`config.mk`:
```
export PLATFORM = sky130hd
export DESIGN_NAME = pctl_mgmt
export DESIGN_NICKNAME = d
export VERILOG_FILES = /design/src/rtl/pctl_port.v /design/src/rtl/pctl_mgmt.v
export VERILOG_INCLUDE_DIRS = /design/src /design/src/rtl
export SDC_FILE = /design/constraint.sdc
export NUM_CORES = 1
export LEC_CHECK = 0
export BUFFER_PORTS_ARGS = -buffer_cell sky130_fd_sc_hd__buf_2
export CORE_MARGIN = 2
export CORE_UTILIZATION = 30
export CTS_CLUSTER_DIAMETER = 200
export DETAILED_ROUTE_END_ITERATION = 12
export GPL_TIMING_DRIVEN = 0
export SYNTH_ARGS = -nofsm -noshare
export SYNTH_HDL_FRONTEND = slang
export SYNTH_SLANG_ARGS = --single-unit
export TNS_END_PERCENT = 30
```
`constraint.sdc`:
```
create_clock -name clk -period 2.5 [get_ports clk]
set_input_delay 0.125 -clock clk [delete_from_list [all_inputs] [get_ports clk]]
set_output_delay 0.125 -clock clk [all_outputs]
set_load 0.005 [all_outputs]
```
`src/rtl/pctl_regs.vh`:
```
// pctl_regs.vh: constants of the per-port basic control register and its
// serial management port; no logic, definitions only.
`ifndef PCTL_REGS_VH
`define PCTL_REGS_VH

// register address and field positions
`define PCTL_REG_CTRL      5'h00
`define PCTL_BIT_RESET     15
`define PCTL_BIT_LOOP      14
`define PCTL_BIT_SPEED     13
`define PCTL_BIT_ANEN      12
`define PCTL_BIT_PDOWN     11
`define PCTL_BIT_ISOL      10
`define PCTL_BIT_RESTART   9
`define PCTL_BIT_DUPLEX    8
`define PCTL_RSVD_W        8
`define PCTL_RSVD_ZERO     8'h00

// reset values of stored fields
`define PCTL_RST_LOOP      1'h0
`define PCTL_RST_SPEED     1'h0
`define PCTL_RST_ANEN_TP   1'h1
`define PCTL_RST_PDOWN     1'h0
`define PCTL_RST_ISOL      1'h0
`define PCTL_RST_DUPLEX    1'h0

// software reset duration and clock period
`define PCTL_SWRST_NS      1000
`define PCTL_CLK_NS        50
`define PCTL_CNT_W         5

// management frame fields
`define PCTL_PORTS         8
`define PCTL_PHYAD_HI      2'h0
`define PCTL_OP_READ       2'h2
`define PCTL_OP_WRITE      2'h1
`define PCTL_HDR_LAST      4'hb
`define PCTL_DATA_LAST     4'hf
`define PCTL_TA_LAST       4'h1

`endif

```
`src/rtl/pctl_port.v`:
```
// pctl_port.v: one port's copy of the basic control register.
// assumes wr_en is a one-cycle pulse on clk; straps already synchronised.
`timescale 1ns/100ps
module pctl_port (
   clk,
   rst,
   wr_en,
   wdata,
   fiber_100_mode,
   fiber_duplex_strap,
   neg_speed_100,
   neg_full_duplex,
   rdata,
   port_reset_r,
   loopback_r,
   speed_100_r,
   autoneg_en_r,
   power_down_r,
   isolate_r,
   autoneg_restart_r,
   full_duplex_r
);
`include "pctl_regs.vh"
   input wire clk;
   input wire rst;
   input wire wr_en;
   input wire [15:0] wdata;
   input wire fiber_100_mode;
   input wire fiber_duplex_strap;
   input wire neg_speed_100;
   input wire neg_full_duplex;
   output wire [15:0] rdata;
   output reg port_reset_r;
   output reg loopback_r;
   output reg speed_100_r;
   output reg autoneg_en_r;
   output reg power_down_r;
   output reg isolate_r;
   output reg autoneg_restart_r;
   output reg full_duplex_r;

   localparam integer RST_CYC_I =
      (`PCTL_SWRST_NS + `PCTL_CLK_NS - 1) / `PCTL_CLK_NS;
   localparam [`PCTL_CNT_W-1:0] RST_CYC = RST_CYC_I[`PCTL_CNT_W-1:0];
   localparam [`PCTL_CNT_W-1:0] CNT_ZERO = {`PCTL_CNT_W{1'b0}};
   localparam [`PCTL_CNT_W-1:0] CNT_ONE = {{(`PCTL_CNT_W-1){1'b0}}, 1'b1};

   reg loop_r, spd_r, an_r, pd_r, iso_r, dup_r, init_r;
   reg [`PCTL_CNT_W-1:0] rst_cnt_r;
   wire busy = (rst_cnt_r != CNT_ZERO) | init_r;
   wire an_eff = an_r & ~fiber_100_mode;
   wire def_dup = fiber_100_mode & fiber_duplex_strap;
   wire spd_eff = fiber_100_mode ? 1'b1 : (an_eff ? neg_speed_100 : spd_r);
   wire dup_eff = an_eff ? neg_full_duplex : dup_r;

   // self-clearing bits read zero, reserved bits read zero
   assign rdata = {1'b0, loop_r, spd_eff, an_eff, pd_r, iso_r, 1'b0, dup_eff,
                   `PCTL_RSVD_ZERO};

   always @(posedge clk) begin
      autoneg_restart_r <= 1'b0;
      if (rst) begin
         loop_r <= `PCTL_RST_LOOP;
         spd_r <= `PCTL_RST_SPEED;
         an_r <= `PCTL_RST_ANEN_TP;
         pd_r <= `PCTL_RST_PDOWN;
         iso_r <= `PCTL_RST_ISOL;
         dup_r <= `PCTL_RST_DUPLEX;
         rst_cnt_r <= CNT_ZERO;
         init_r <= 1'b1;
      end else if (init_r) begin
         // fiber-dependent defaults caught after reset release
         an_r <= ~fiber_100_mode;
         dup_r <= def_dup;
         init_r <= 1'b0;
      end else if (rst_cnt_r != CNT_ZERO) begin
         rst_cnt_r <= rst_cnt_r - CNT_ONE;
         if (rst_cnt_r == CNT_ONE)
            init_r <= 1'b1;
      end else if (wr_en) begin
         if (wdata[`PCTL_BIT_RESET]) begin
            loop_r <= `PCTL_RST_LOOP;
            spd_r <= `PCTL_RST_SPEED;
            an_r <= `PCTL_RST_ANEN_TP;
            pd_r <= `PCTL_RST_PDOWN;
            iso_r <= `PCTL_RST_ISOL;
            dup_r <= `PCTL_RST_DUPLEX;
            rst_cnt_r <= RST_CYC;
         end else begin
            loop_r <= wdata[`PCTL_BIT_LOOP];
            pd_r <= wdata[`PCTL_BIT_PDOWN];
            iso_r <= wdata[`PCTL_BIT_ISOL];
            if (!fiber_100_mode)
               an_r <= wdata[`PCTL_BIT_ANEN];
            if (!an_eff && !fiber_100_mode)
               spd_r <= wdata[`PCTL_BIT_SPEED];
            if (!an_eff)
               dup_r <= wdata[`PCTL_BIT_DUPLEX];
            autoneg_restart_r <= wdata[`PCTL_BIT_RESTART] & an_eff;
         end
      end
   end

   always @(posedge clk) begin
      if (rst) begin
         port_reset_r <= 1'b1;
         loopback_r <= 1'b0;
         speed_100_r <= 1'b0;
         autoneg_en_r <= 1'b0;
         power_down_r <= 1'b0;
         isolate_r <= 1'b0;
         full_duplex_r <= 1'b0;
      end else begin
         port_reset_r <= busy;
         loopback_r <= loop_r;
         speed_100_r <= spd_eff;
         autoneg_en_r <= an_eff;
         power_down_r <= pd_r;
         isolate_r <= iso_r;
         full_duplex_r <= dup_eff;
      end
   end
endmodule

```
`src/rtl/pctl_mgmt.v`:
```
// pctl_mgmt.v: serial management slave and eight per-port control registers.
// assumes mdc/mdio and strap pins are asynchronous to clk; mdc well below clk/6.
// assumes negotiated speed and duplex come from logic on clk.
`timescale 1ns/100ps
module pctl_mgmt (
   clk,
   rst,
   mdc,
   mdio_i,
   mdio_o,
   mdio_oe,
   fiber_100_mode,
   fiber_duplex_strap,
   neg_speed_100,
   neg_full_duplex,
   port_reset,
   loopback_en,
   speed_100,
   autoneg_en,
   power_down,
   isolate,
   autoneg_restart,
   full_duplex
);
`include "pctl_regs.vh"
   input wire clk;
   input wire rst;
   input wire mdc;
   input wire mdio_i;
   output reg mdio_o;
   output reg mdio_oe;
   input wire [`PCTL_PORTS-1:0] fiber_100_mode;
   input wire [`PCTL_PORTS-1:0] fiber_duplex_strap;
   input wire [`PCTL_PORTS-1:0] neg_speed_100;
   input wire [`PCTL_PORTS-1:0] neg_full_duplex;
   output wire [`PCTL_PORTS-1:0] port_reset;
   output wire [`PCTL_PORTS-1:0] loopback_en;
   output wire [`PCTL_PORTS-1:0] speed_100;
   output wire [`PCTL_PORTS-1:0] autoneg_en;
   output wire [`PCTL_PORTS-1:0] power_down;
   output wire [`PCTL_PORTS-1:0] isolate;
   output wire [`PCTL_PORTS-1:0] autoneg_restart;
   output wire [`PCTL_PORTS-1:0] full_duplex;

   localparam [2:0] S_IDLE = 3'h0;
   localparam [2:0] S_START = 3'h1;
   localparam [2:0] S_HDR = 3'h2;
   localparam [2:0] S_TA = 3'h3;
   localparam [2:0] S_DATA = 3'h4;
   localparam [3:0] CNT_ONE = 4'h1;
   localparam [3:0] CNT_ZERO = 4'h0;

   // pin synchronisers
   reg mdc_s1_r;
   reg mdc_s2_r;
   reg mdc_d_r;
   reg mdio_s1_r;
   reg mdio_s2_r;
   reg [`PCTL_PORTS-1:0] fib_s1_r;
   reg [`PCTL_PORTS-1:0] fib_s2_r;
   reg [`PCTL_PORTS-1:0] dst_s1_r;
   reg [`PCTL_PORTS-1:0] dst_s2_r;
   always @(posedge clk) begin
      if (rst) begin
         mdc_s1_r <= 1'b0;
         mdc_s2_r <= 1'b0;
         mdc_d_r <= 1'b0;
         mdio_s1_r <= 1'b1;
         mdio_s2_r <= 1'b1;
      end else begin
         mdc_s1_r <= mdc;
         mdc_s2_r <= mdc_s1_r;
         mdc_d_r <= mdc_s2_r;
         mdio_s1_r <= mdio_i;
         mdio_s2_r <= mdio_s1_r;
      end
   end

   // straps keep syncing through reset, so the init cycle sees settled pins
   always @(posedge clk) begin
      fib_s1_r <= fiber_100_mode;
      fib_s2_r <= fib_s1_r;
      dst_s1_r <= fiber_duplex_strap;
      dst_s2_r <= dst_s1_r;
   end
   wire mdc_rise = mdc_s2_r & ~mdc_d_r;
   wire bit_in = mdio_s2_r;

   // frame decoder
   reg [2:0] state_r;
   reg [3:0] cnt_r;
   reg [11:0] hdr_r;
   reg [15:0] shift_r;
   reg ones_r;
   reg rd_r;
   reg hit_r;
   reg [2:0] port_r;
   reg [`PCTL_PORTS-1:0] wr_r;
   wire [16*`PCTL_PORTS-1:0] rdata_all;
   wire [11:0] hdr_nxt = {hdr_r[10:0], bit_in};
   wire [2:0] port_nxt = hdr_nxt[7:5];
   wire hit_nxt = (hdr_nxt[9:8] == `PCTL_PHYAD_HI) && (hdr_nxt[4:0] == `PCTL_REG_CTRL);

   always @(posedge clk) begin
      wr_r <= {`PCTL_PORTS{1'b0}};
      if (rst) begin
         state_r <= S_IDLE;
         cnt_r <= CNT_ZERO;
         hdr_r <= 12'h000;
         shift_r <= 16'h0000;
         ones_r <= 1'b0;
         rd_r <= 1'b0;
         hit_r <= 1'b0;
         port_r <= 3'h0;
         mdio_o <= 1'b0;
         mdio_oe <= 1'b0;
      end else if (mdc_rise) begin
         case (state_r)
            // an idle one followed by the first start bit opens a frame
            S_IDLE: begin
               ones_r <= bit_in;
               if (!bit_in && ones_r)
                  state_r <= S_START;
            end
            S_START: begin
               cnt_r <= CNT_ZERO;
               ones_r <= 1'b0;
               state_r <= bit_in ? S_HDR : S_IDLE;
            end
            // op, phy address and register address, msb first
            S_HDR: begin
               hdr_r <= hdr_nxt;
               cnt_r <= cnt_r + CNT_ONE;
               if (cnt_r == `PCTL_HDR_LAST) begin
                  rd_r <= (hdr_nxt[11:10] == `PCTL_OP_READ);
                  hit_r <= hit_nxt &&
                     ((hdr_nxt[11:10] == `PCTL_OP_READ) ||
                      (hdr_nxt[11:10] == `PCTL_OP_WRITE));
                  port_r <= port_nxt;
                  shift_r <= rdata_all[16*port_nxt +: 16];
                  cnt_r <= CNT_ZERO;
                  state_r <= S_TA;
               end
            end
            // first turnaround bit: take the line for a hit read
            S_TA: begin
               cnt_r <= cnt_r + CNT_ONE;
               if (cnt_r != `PCTL_TA_LAST) begin
                  mdio_oe <= rd_r & hit_r;
                  mdio_o <= 1'b0;
               end else begin
                  cnt_r <= CNT_ZERO;
                  state_r <= S_DATA;
                  if (rd_r) begin
                     mdio_o <= shift_r[15];
                     shift_r <= {shift_r[14:0], 1'b0};
                  end
               end
            end
            S_DATA: begin
               cnt_r <= cnt_r + CNT_ONE;
               if (rd_r) begin
                  mdio_o <= shift_r[15];
                  shift_r <= {shift_r[14:0], 1'b0};
               end else begin
                  shift_r <= {shift_r[14:0], bit_in};
               end
               // last data bit: release the line, deliver a hit write
               if (cnt_r == `PCTL_DATA_LAST) begin
                  mdio_oe <= 1'b0;
                  mdio_o <= 1'b0;
                  state_r <= S_IDLE;
                  ones_r <= 1'b0;
                  if (!rd_r && hit_r)
                     wr_r[port_r] <= 1'b1;
               end
            end
            default: begin
               state_r <= S_IDLE;
               mdio_oe <= 1'b0;
            end
         endcase
      end
   end

   // one register copy per port
   genvar g;
   generate
      for (g = 0; g < `PCTL_PORTS; g = g + 1) begin : g_port
         pctl_port u_port (
            .clk(clk),
            .rst(rst),
            .wr_en(wr_r[g]),
            .wdata(shift_r),
            .fiber_100_mode(fib_s2_r[g]),
            .fiber_duplex_strap(dst_s2_r[g]),
            .neg_speed_100(neg_speed_100[g]),
            .neg_full_duplex(neg_full_duplex[g]),
            .rdata(rdata_all[16*g +: 16]),
            .port_reset_r(port_reset[g]),
            .loopback_r(loopback_en[g]),
            .speed_100_r(speed_100[g]),
            .autoneg_en_r(autoneg_en[g]),
            .power_down_r(power_down[g]),
            .isolate_r(isolate[g]),
            .autoneg_restart_r(autoneg_restart[g]),
            .full_duplex_r(full_duplex[g])
         );
      end
   endgenerate
endmodule

```
==> reports/metrics.cfg, run 1 <==
[routing]
drc_errors = 0
drtIter0Drc = 782
drtPass1Iterations = 5
num_vias = 9020
drt-vias-per-instance = 4.94
wl_um = 30400
routedWlPerCell_um = 16.6
ant_nets = 0

[critical_path]
cp.arrival_ps = 2810
start_kind = register
worst-r2r-setup-slack_ps = 150
r2r-end = g_port[2].u_port.an_r$_SDFFE_PP1P_
critPathMaxStageDelay_ps = 500
cp-end-kind = register
r2r_start = g_port[2].u_port.rst_cnt_r[0]$_SDFFE_PP0P_
worstSetupPathType = register to register
cp_max_fo = 7
reg2reg_depth = 7
slowest_stage = nand3b_1
cp.required_ps = 2960
path_cells = inv_1 -> ha_1 -> nor4b_4 -> nand3b_1 -> o31ai_2 -> a222oi_1 -> or2_2

[floorplan]
die_x_um = 193
start_util = 0.303
core-area_um2 = 35300
fp.dieH_um = 193
ioPinCount = 102
row_count = 69
dieArea_um2 = 37200

[clock_tree]
cts.sinks = 247
htree_num_levels = 1
clockRootBuffer = clkbuf_16
cts_buffer_depth = 3
clk_latency_ps = 580
cts_buffers = 28
cts_tree = yes
clkTransAtPathRegs_ps = 60

[grt]
busiest_layer = met2
track_usage = 0.161
grt_pass1_vias = 8395
use_met3 = 0.0211
grt_use_met1 = 0.214
grt_overflow = 0
grt_max_degree = 16
antenna_found_initial = 0
gr-usage-met2 = 0.264
grt_pass1_wl_um = 46300

[placement]
port_buffers = 101
dp_cells = 1748
gp_congestion = 0.887
place_area_um2 = 11800
dp.final_hpwl_um = 21500

[power]
powerDensity_nw_per_um2 = 925
sw_frac_of_total = 0.303
pwr-share-seq = 0.394
p_switching_w = 0.00369
clkPwrFrac = 0.376
power.internal_w = 0.00846
pwr-share-comb = 0.230
ir_drop_uv = 532
leakage_nw = 5.44

[logic_synthesis]
synth.area.top_cells = dfxtp_1 46%, nor2_1 5.6%, buf_4 4.7%
syn-instance-count = 1186
synth_most_common_cell = dfxtp_1
synth_seq_cells = 247
synth-edff-count = 0
yosys_most_used_dff = dfxtp_1
yosysSeqAreaShare = 0.462
ys_types = 72
synth_nets = 1249
synth_common_cells = 247 x dfxtp_1, 159 x nor2_1, 104 x nand2_1, 80 x a21oi_1, 67 x buf_4
synth_area_per_cell_um2 = 9.02
syn_area_um2 = 10700
synth_top_area_frac = 0.462
synth_warnings = 0
async_flop_share = 0
synth_top_area_cell = dfxtp_1

[sta]
fin_crit_sh = 0.941
worstMarginPinSlew_ps = 979
fin_crit_ps = 2350
setup_viol = 0
relSlewSlack = 0.348
finalMaxSlewViolations = 0
skew_ps = 35.2
max_freq_ghz = 0.425
rsz0062_at_grt = true
holdWs_ps = 38.8
finalHoldViolCount = 0

[final_layout]
synthToLayoutAreaGrowth_pct = 22.7
multi_input_area_um2 = 4870
fin_nets = 1407
final_area_um2 = 13100
diodes = 0
final_cells = 1827
nFillCells = 3600
largest_reg_flops = 40
seqCellArea_um2 = 4940
final_layout_size_suffix_gt1_frac = 0.212
reg_top3 = g_port.u_port.rst_cnt_r (40), shift_r (16), hdr_r (11)
top_register = g_port.u_port.rst_cnt_r

[flow_run]
cap_viol_max_count = 0

[hold_path]
hold_path_depth = 3
min_to = g_port[7].u_port.full_duplex_r$_SDFF_PP0_
min_from = neg_full_duplex[7]
min_path_type = input pin to register

[run_status]
status = finished, final reports clean

## critical path, delay by kind of cell, from the launching register on
| family | cells | cell delay [ps] |
|---|---|---|
| buf+inv | 1 | 100 |
| compound gates | 2 | 430 |
| simple gates | 3 | 1170 |
| flops | 1 | 350 |
| fa+ha+maj | 1 | 190 |
## worst max path at each step
stage                                                                to                                       start
after global placement    g_port[5].u_port.autoneg_restart_r$_SDFF_PP0_                    shift_r[15]$_SDFFE_PP0P_
after detailed placement  g_port[5].u_port.autoneg_restart_r$_SDFF_PP0_                    shift_r[15]$_SDFFE_PP0P_
after CTS                            g_port[5].u_port.an_r$_SDFFE_PP1P_  g_port[5].u_port.rst_cnt_r[1]$_SDFFE_PP0P_
final                                g_port[2].u_port.an_r$_SDFFE_PP1P_  g_port[2].u_port.rst_cnt_r[0]$_SDFFE_PP0P_
after global routing                 g_port[2].u_port.an_r$_SDFFE_PP1P_  g_port[2].u_port.rst_cnt_r[0]$_SDFFE_PP0P_
after floorplan                      g_port[5].u_port.an_r$_SDFFE_PP1P_  g_port[5].u_port.rst_cnt_r[0]$_SDFFE_PP0P_
## final cells by class
type	instances	area share
plain buffers	125	0.0589
clock buffers	34	0.0581
clock inverters	18	0.0214
inverters	39	0.0111
multi-input cells	775	0.371
flip-flops and latches	247	0.377
well taps	461	0.0439
repair buffers	128	0.0591
## through the flow
stage	setup WS [ps]	utilization	TNS, ps	power (W)
floorplan	484	-	0	0.00686
global placement	-108	0.334	-914	0.00747
detailed placement	-140	0.334	-1110	0.00754
CTS	2.90	0.371	0	0.0122
global route	-20.8	0.372	-25.9	0.0128
finish	147	0.372	0	0.0121
## power by group through the flow
stage               logic [W]  clock network [W]  registers, W
floorplan             0.00211                  0       0.00475
global placement      0.00264                  0       0.00483
detailed placement    0.00270                  0       0.00484
CTS                   0.00276            0.00466       0.00476
global route          0.00318            0.00482       0.00485
finish                0.00280            0.00456       0.00479
## per-layer routing
layer  up-vias  routed length, um
met1      4276              13500
met5         -                  0
met3        61               1910
li1       4376                  -
met2       307              13900
met4         0                982
## cell usage in the layout (no fill, tap or decap), drive strengths merged, types with 4 or more instances in the layout
cell / count
a211oi: 16
a21oi: 81
a221oi: 9
a222oi: 6
a22oi: 5
a311oi: 10
a31oi: 8
and3b: 4
buf: 184
bufinv: 6
clkbuf: 75
clkinv: 10
dfxtp: 247
dlygate4sd3: 27
ha: 27
inv: 39
mux2: 6
mux2i: 40
mux4: 8
nand2: 104
nand2b: 18
nand3: 22
nand3b: 15
nor2: 160
nor2b: 38
nor3: 41
nor3b: 6
nor4: 7
nor4b: 10
o211ai: 6
o21ai: 39
o22ai: 10
o31ai: 9
or2: 18
or3: 9
## timing repair
item | in CTS | in global routing
resized for setup | 2 | 5
hold endpoints to repair | 27 | 0
setup endpoints to repair | 13 | 7
setup buffers | 0 | 0
hold buffers | 27 | 0
pin swaps | 0 | 2
## kinds of logic after synthesis
| logic type | count (synthesis) | share of synthesized area |
|---|---|---|
| buffers and inverters | 164 | 0.0857 |
| AO/OA/AOI/OAI | 222 | 0.133 |
| AND/OR/NAND/NOR | 470 | 0.225 |
| multiplexers | 54 | 0.0606 |
| flip-flops | 247 | 0.462 |
| XOR/XNOR | 2 | 0.00164 |
| adder cells (fa/ha/maj) | 27 | 0.0316 |
Note: power is estimated with default switching activity, not from simulation.
==> inputs of run 2 (changes only) <==
--- a/config.mk
+++ b/config.mk
@@ -6,12 +6,14 @@
 export SDC_FILE = /design/constraint.sdc
 export NUM_CORES = 1
 export LEC_CHECK = 0
-export BUFFER_PORTS_ARGS = -buffer_cell sky130_fd_sc_hd__buf_2
 export CORE_MARGIN = 2
 export CORE_UTILIZATION = 30
 export CTS_CLUSTER_DIAMETER = 200
 export DETAILED_ROUTE_END_ITERATION = 12
+export DONT_BUFFER_PORTS = 1
+export GPL_ROUTABILITY_DRIVEN = 0
 export GPL_TIMING_DRIVEN = 0
+export RECOVER_POWER = 100
 export SYNTH_ARGS = -nofsm -noshare
 export SYNTH_HDL_FRONTEND = slang
 export SYNTH_SLANG_ARGS = --single-unit
==> run 2 against run 1 <==
  * Die area did not move
  * Critical path depth shrank 2
  * Fmax down 1.6%
  * Sequential share of layout area rose by 1.7 points
  * Clock skew fell by 1.1 ps
  * Non-clock buffer count decreased by 90
  * Wire length is 2.0% lower
  * Worst hold slack improved by 60 ps
  * Sequential power about the same
  * Cell count shrank 5.0%
  * Clock-buffer cell count down 2
  * Flip-flop and latch count unchanged
  * Highest routed layer is now met5
==> reports/metrics.cfg, run 2 (same netlist as run 1, synthesis figures left out) <==
[run_status]
status = finished, final reports clean

[power]
leakage_nw = 4.85
sw_frac_of_total = 0.308
powerDensity_nw_per_um2 = 933
power.internal_w = 0.00811
pwr-share-seq = 0.408
pwr-share-comb = 0.229
clkPwrFrac = 0.364
total_power_w = 0.0117
p_switching_w = 0.00361
ir_drop_uv = 503

[hold_path]
min_path_type = input pin to register

[grt]
track_usage = 0.160
antenna_found_initial = 3
grt_overflow = 0
grt_max_degree = 15
grt_pass1_wl_um = 45800
grt_pass1_vias = 8055

[sta]
worst_slack_ps = 108
fin_crit_sh = 0.957
skew_ps = 34.1
relSlewSlack = 0.361
rsz0062_at_grt = false
finalHoldViolCount = 0
holdWs_ps = 98.9
setup_viol = 0
tns_ps = 0
finalMaxSlewViolations = 0
max_freq_ghz = 0.418
worstMarginPinSlew_ps = 958
fin_crit_ps = 2390

[flow_run]
cap_viol_max_count = 0

[final_layout]
final_area_um2 = 12600
nFillCells = 3628
fin_nets = 1316
reg_top3 = g_port.u_port.rst_cnt_r (40), shift_r (16), hdr_r (11)
layout_common_cells = 247 x dfxtp_1, 158 x nor2_1, 104 x nand2_1, 81 x a21oi_1, 63 x clkbuf_1
multi_input_area_um2 = 4850
final_layout_size_suffix_gt1_frac = 0.131
synthToLayoutAreaGrowth_pct = 17.4
top_register = g_port.u_port.rst_cnt_r
largest_reg_flops = 40
seqCellArea_um2 = 4940
final_common_cell = dfxtp_1

[routing]
drtIter0Drc = 776
drc_errors = 0
routedWlPerCell_um = 17.2
drtPass1Iterations = 8
wl_um = 29800
num_vias = 8690
drt-vias-per-instance = 5.01
ant_nets = 0

[placement]
place_area_um2 = 11300
dp.final_hpwl_um = 21500
dp_slack_ps = -181
port_buffers = 0

[clock_tree]
cts.sinks = 247
cts_tree = yes
clockRootBuffer = clkbuf_16
cts_buffer_depth = 3
clkTransAtPathRegs_ps = 60
cts_buffers = 27
clk_latency_ps = 570
htree_num_levels = 1

[critical_path]
cp.required_ps = 2880
cp_max_fo = 10
cp-end-kind = register
cp.arrival_ps = 2780
start_kind = register
worstSetupPathType = register to register

[floorplan]
row_count = 69
dieArea_um2 = 37200
core-area_um2 = 35300
start_util = 0.303
fp.dieH_um = 193
ioPinCount = 102
die_x_um = 193

run 2: cell types whose count changed in the layout (fill, tap and decap cells not counted), moves of 3 or more:
cell           change
buf_2            -105
buf_4             -64
clkbuf_1          +21
clkbuf_4          +52
clkbuf_8           -3
clkinvlp_4         +3
dlygate4sd3_1      +9
run 2: critical path: stages, from the launching register on:
cell,delay [ps]
dfxtp_1,310
clkbuf_2,280
clkbuf_1,450
nor2_2,360
nand2_1,310
nor3_1,520
run 2: area by class of cell:
type,count,area share
inverters,39,0.0117
repair buffers,38,0.0296
multi-input cells,775,0.386
clock inverters,17,0.0194
plain buffers,125,0.0574
diodes,2,0.000398
well taps,461,0.0459
clock buffers,32,0.0561
flip-flops and latches,247,0.394
run 2: timing repair:
item,4_1_cts,5_1_grt
pin swaps,0,1
hold buffers,36,0
resized for setup,3,3
hold endpoints to repair,64,0
cloned,0,0
setup buffers,0,2
setup endpoints to repair,14,4
run 2: power by group through the flow:
stage               clock, W  combinational (W)  sequential [W]
detailed placement         0            0.00260         0.00484
global route         0.00452            0.00304         0.00484
floorplan                  0            0.00211         0.00475
global placement           0            0.00255         0.00483
finish               0.00426            0.00268         0.00478
CTS                  0.00436            0.00270         0.00477
run 2: metal layers:
layer | part of all wire | track usage
met4 | 0.032 | 0.0578
met5 | 0.00044 | 0
met3 | 0.078 | 0.0346
met1 | 0.44 | 0.207
met2 | 0.45 | 0.261
run 2: final timing paths:
kind                                          startpoint                                             to  slack [ps]  cells after the start
worst max-delay path            shift_r[15]$_SDFFE_PP0P_  g_port[5].u_port.autoneg_restart_r$_SDFF_PP0_         110                      5
worst min-delay path                   fiber_100_mode[3]                            fib_s1_r[3]$_DFF_P_         100                      1
worst max register to register  shift_r[15]$_SDFFE_PP0P_  g_port[5].u_port.autoneg_restart_r$_SDFF_PP0_         110                      5
worst min register to register       dst_s1_r[6]$_DFF_P_                            dst_s2_r[6]$_DFF_P_         330                      0
run 2: metrics by stage:
| step | std cells | util |
|---|---|---|
| finish | 1736 | 0.356 |
| global route | 1734 | 0.356 |
| CTS | 1732 | 0.357 |
| detailed placement | 1647 | 0.319 |
| global placement | 1647 | 0.319 |
| floorplan | 1186 | - |
==> inputs of run 3 (changes only) <==
--- a/config.mk
+++ b/config.mk
@@ -6,6 +6,8 @@
 export SDC_FILE = /design/constraint.sdc
 export NUM_CORES = 1
 export LEC_CHECK = 0
+export CELL_PAD_IN_SITES_DETAIL_PLACEMENT = 2
+export CELL_PAD_IN_SITES_GLOBAL_PLACEMENT = 2
 export CORE_MARGIN = 2
 export CORE_UTILIZATION = 30
 export CTS_CLUSTER_DIAMETER = 200
@@ -13,6 +15,7 @@
 export DONT_BUFFER_PORTS = 1
 export GPL_ROUTABILITY_DRIVEN = 0
 export GPL_TIMING_DRIVEN = 0
+export PLACE_DENSITY = 0.6
 export RECOVER_POWER = 100
 export SYNTH_ARGS = -nofsm -noshare
 export SYNTH_HDL_FRONTEND = slang
==> run 3 against run 2 <==
  * Sequential share of layout area is 0.72 points lower
  * Final area is 1.9% higher
  * First-iteration DRC count is 49% lower
  * Critical path type unchanged
  * Largest cell class unchanged
  * Largest power group is now clock
  * Highest routed layer is now met4
==> reports/metrics.cfg, run 3 (same netlist as run 1, synthesis figures left out) <==
[final_layout]
seqCellArea_um2 = 4940
largest_reg_flops = 40
fin_nets = 1321
reg_top3 = g_port.u_port.rst_cnt_r (40), shift_r (16), hdr_r (11)
multi_input_area_um2 = 4880
diodes = 0
nFillCells = 3929
final_common_cell = dfxtp_1
layout_common_cells = 247 x dfxtp_1, 158 x nor2_1, 103 x nand2_1, 80 x a21oi_1, 58 x clkbuf_4
final_layout_size_suffix_gt1_frac = 0.150
top_register = g_port.u_port.rst_cnt_r
utilization = 0.362
synthToLayoutAreaGrowth_pct = 19.6

[clock_tree]
clk_latency_ps = 580
clockRootBuffer = clkbuf_16
cts.sinks = 247
cts_buffers = 30
clkTransAtPathRegs_ps = 60
cts_buffer_depth = 3
htree_num_levels = 1
cts_tree = yes

[critical_path]
start_kind = register
cp-endpoint = shift_r[8]$_SDFFE_PP0P_
worst-r2r-setup-slack_ps = 140
cp.arrival_ps = 2770
reg2reg_depth = 6
crit_path_start = hdr_r[6]$_SDFFE_PP0P_
r2r_start = hdr_r[6]$_SDFFE_PP0P_
cp_max_fo = 10
r2r-end = shift_r[8]$_SDFFE_PP0P_
cp-end-kind = register
worstSetupPathType = register to register
cp.required_ps = 2920

[placement]
dp.final_hpwl_um = 26300
dp_slack_ps = -499
port_buffers = 0

[sta]
rsz0062_at_grt = false
fin_crit_ps = 2360
setup_viol = 0
relSlewSlack = 0.322
fin_crit_sh = 0.942
max_freq_ghz = 0.425
skew_ps = 13.7
finalHoldViolCount = 0
worst_slack_ps = 145
finalMaxSlewViolations = 0
worstMarginPinSlew_ps = 1020

[grt]
antenna_found_initial = 0
track_usage = 0.200
grt_pass1_vias = 9074
grt_overflow = 0
grt_pass1_wl_um = 55600
grt_max_degree = 15

[routing]
wl_um = 36800
drc_errors = 0
drt-vias-per-instance = 5.03
ant_nets = 0
drtIter0Drc = 394
drtPass1Iterations = 5
num_vias = 8768
routedWlPerCell_um = 21.1

[power]
ir_drop_uv = 509
powerDensity_nw_per_um2 = 978
leakage_nw = 5.01

[hold_path]
min_path_type = input pin to register
min_from = fiber_duplex_strap[2]

[flow_run]
cap_viol_max_count = 0

[floorplan]
core-area_um2 = 35300
ioPinCount = 102
dieArea_um2 = 37200
die_x_um = 193
row_count = 69
start_util = 0.303
fp.dieH_um = 193

[run_status]
status = finished, final reports clean

run 3: changes by cell type in the layout (fill, tap and decap cells not counted), moves of 3 or more:
cell        before  now
clkbuf_1        63   52
clkbuf_16       27   31
clkbuf_4        52   58
clkbuf_8         1    4
clkinv_4         0    3
clkinvlp_4       5    2
run 3: critical path, cell delays in order, from the launching register on:
cell and delay, ps:
dfxtp_1 350, buf_2 240, clkinv_1 390, a2111oi_1 640, nor4_1 140, a31oi_1 300, o22ai_1 130
run 3: final cells by class:
type	instances	share of cell area
buffer	125	0.0589
clock inverter	18	0.0205
sequential	247	0.386
multi-input combinational	775	0.381
timing repair buffer	40	0.0303
clock buffer	38	0.0658
inverter	39	0.0114
tap	461	0.0451
run 3: through the flow:
step / TNS (ps) / hold WS (ps) / instances / total power [W] / cell area, um2
after floorplan: 0 / 153 / 1186 / 0.00686 / 10700
after global placement: -8350 / 153 / 1647 / 0.00757 / 11300
after detailed placement: -9660 / 153 / 1647 / 0.00765 / 11300
after CTS: 0 / 0.587 / 1738 / 0.0127 / 12800
after global routing: 0 / 81.8 / 1743 / 0.0133 / 12800
final: 0 / 89.4 / 1743 / 0.0125 / 12800
run 3: worst min-delay path by stage:
stage                                                          to  slack [ps]  cells after the start
final                                         dst_s1_r[2]$_DFF_P_          90                      1
after detailed placement                      fib_s1_r[2]$_DFF_P_         150                      0
after global placement                        dst_s1_r[0]$_DFF_P_         150                      0
after floorplan                               dst_s1_r[0]$_DFF_P_         150                      0
after CTS                 g_port[5].u_port.speed_100_r$_SDFF_PP0_         0.6                      3
after global routing                          fib_s1_r[5]$_DFF_P_          80                      1
run 3: routing by layer:
metal	vias to the layer above	wire, um	GRT usage
met5	-	0	0
met4	0	634	0.0482
met3	44	1480	0.0287
met2	152	17400	0.341
met1	4377	17300	0.264
li1	4195	-	-
run 3: power by group:
| part | leakage (nW) | total [W] | internal [W] | switching [W] |
|---|---|---|---|---|
| clock | 0.541 | 0.00483 | 0.00301 | 0.00182 |
| combinational | 2.44 | 0.00289 | 0.00129 | 0.00159 |
| sequential | 2.02 | 0.00480 | 0.00435 | 0.000447 |
run 3: what timing repair did:
item,in CTS,in global routing
hold endpoints to repair,54,1
setup buffers,0,4
gates resized for setup,8,9
pin swaps,1,3
setup endpoints to repair,41,16
hold buffers,35,1
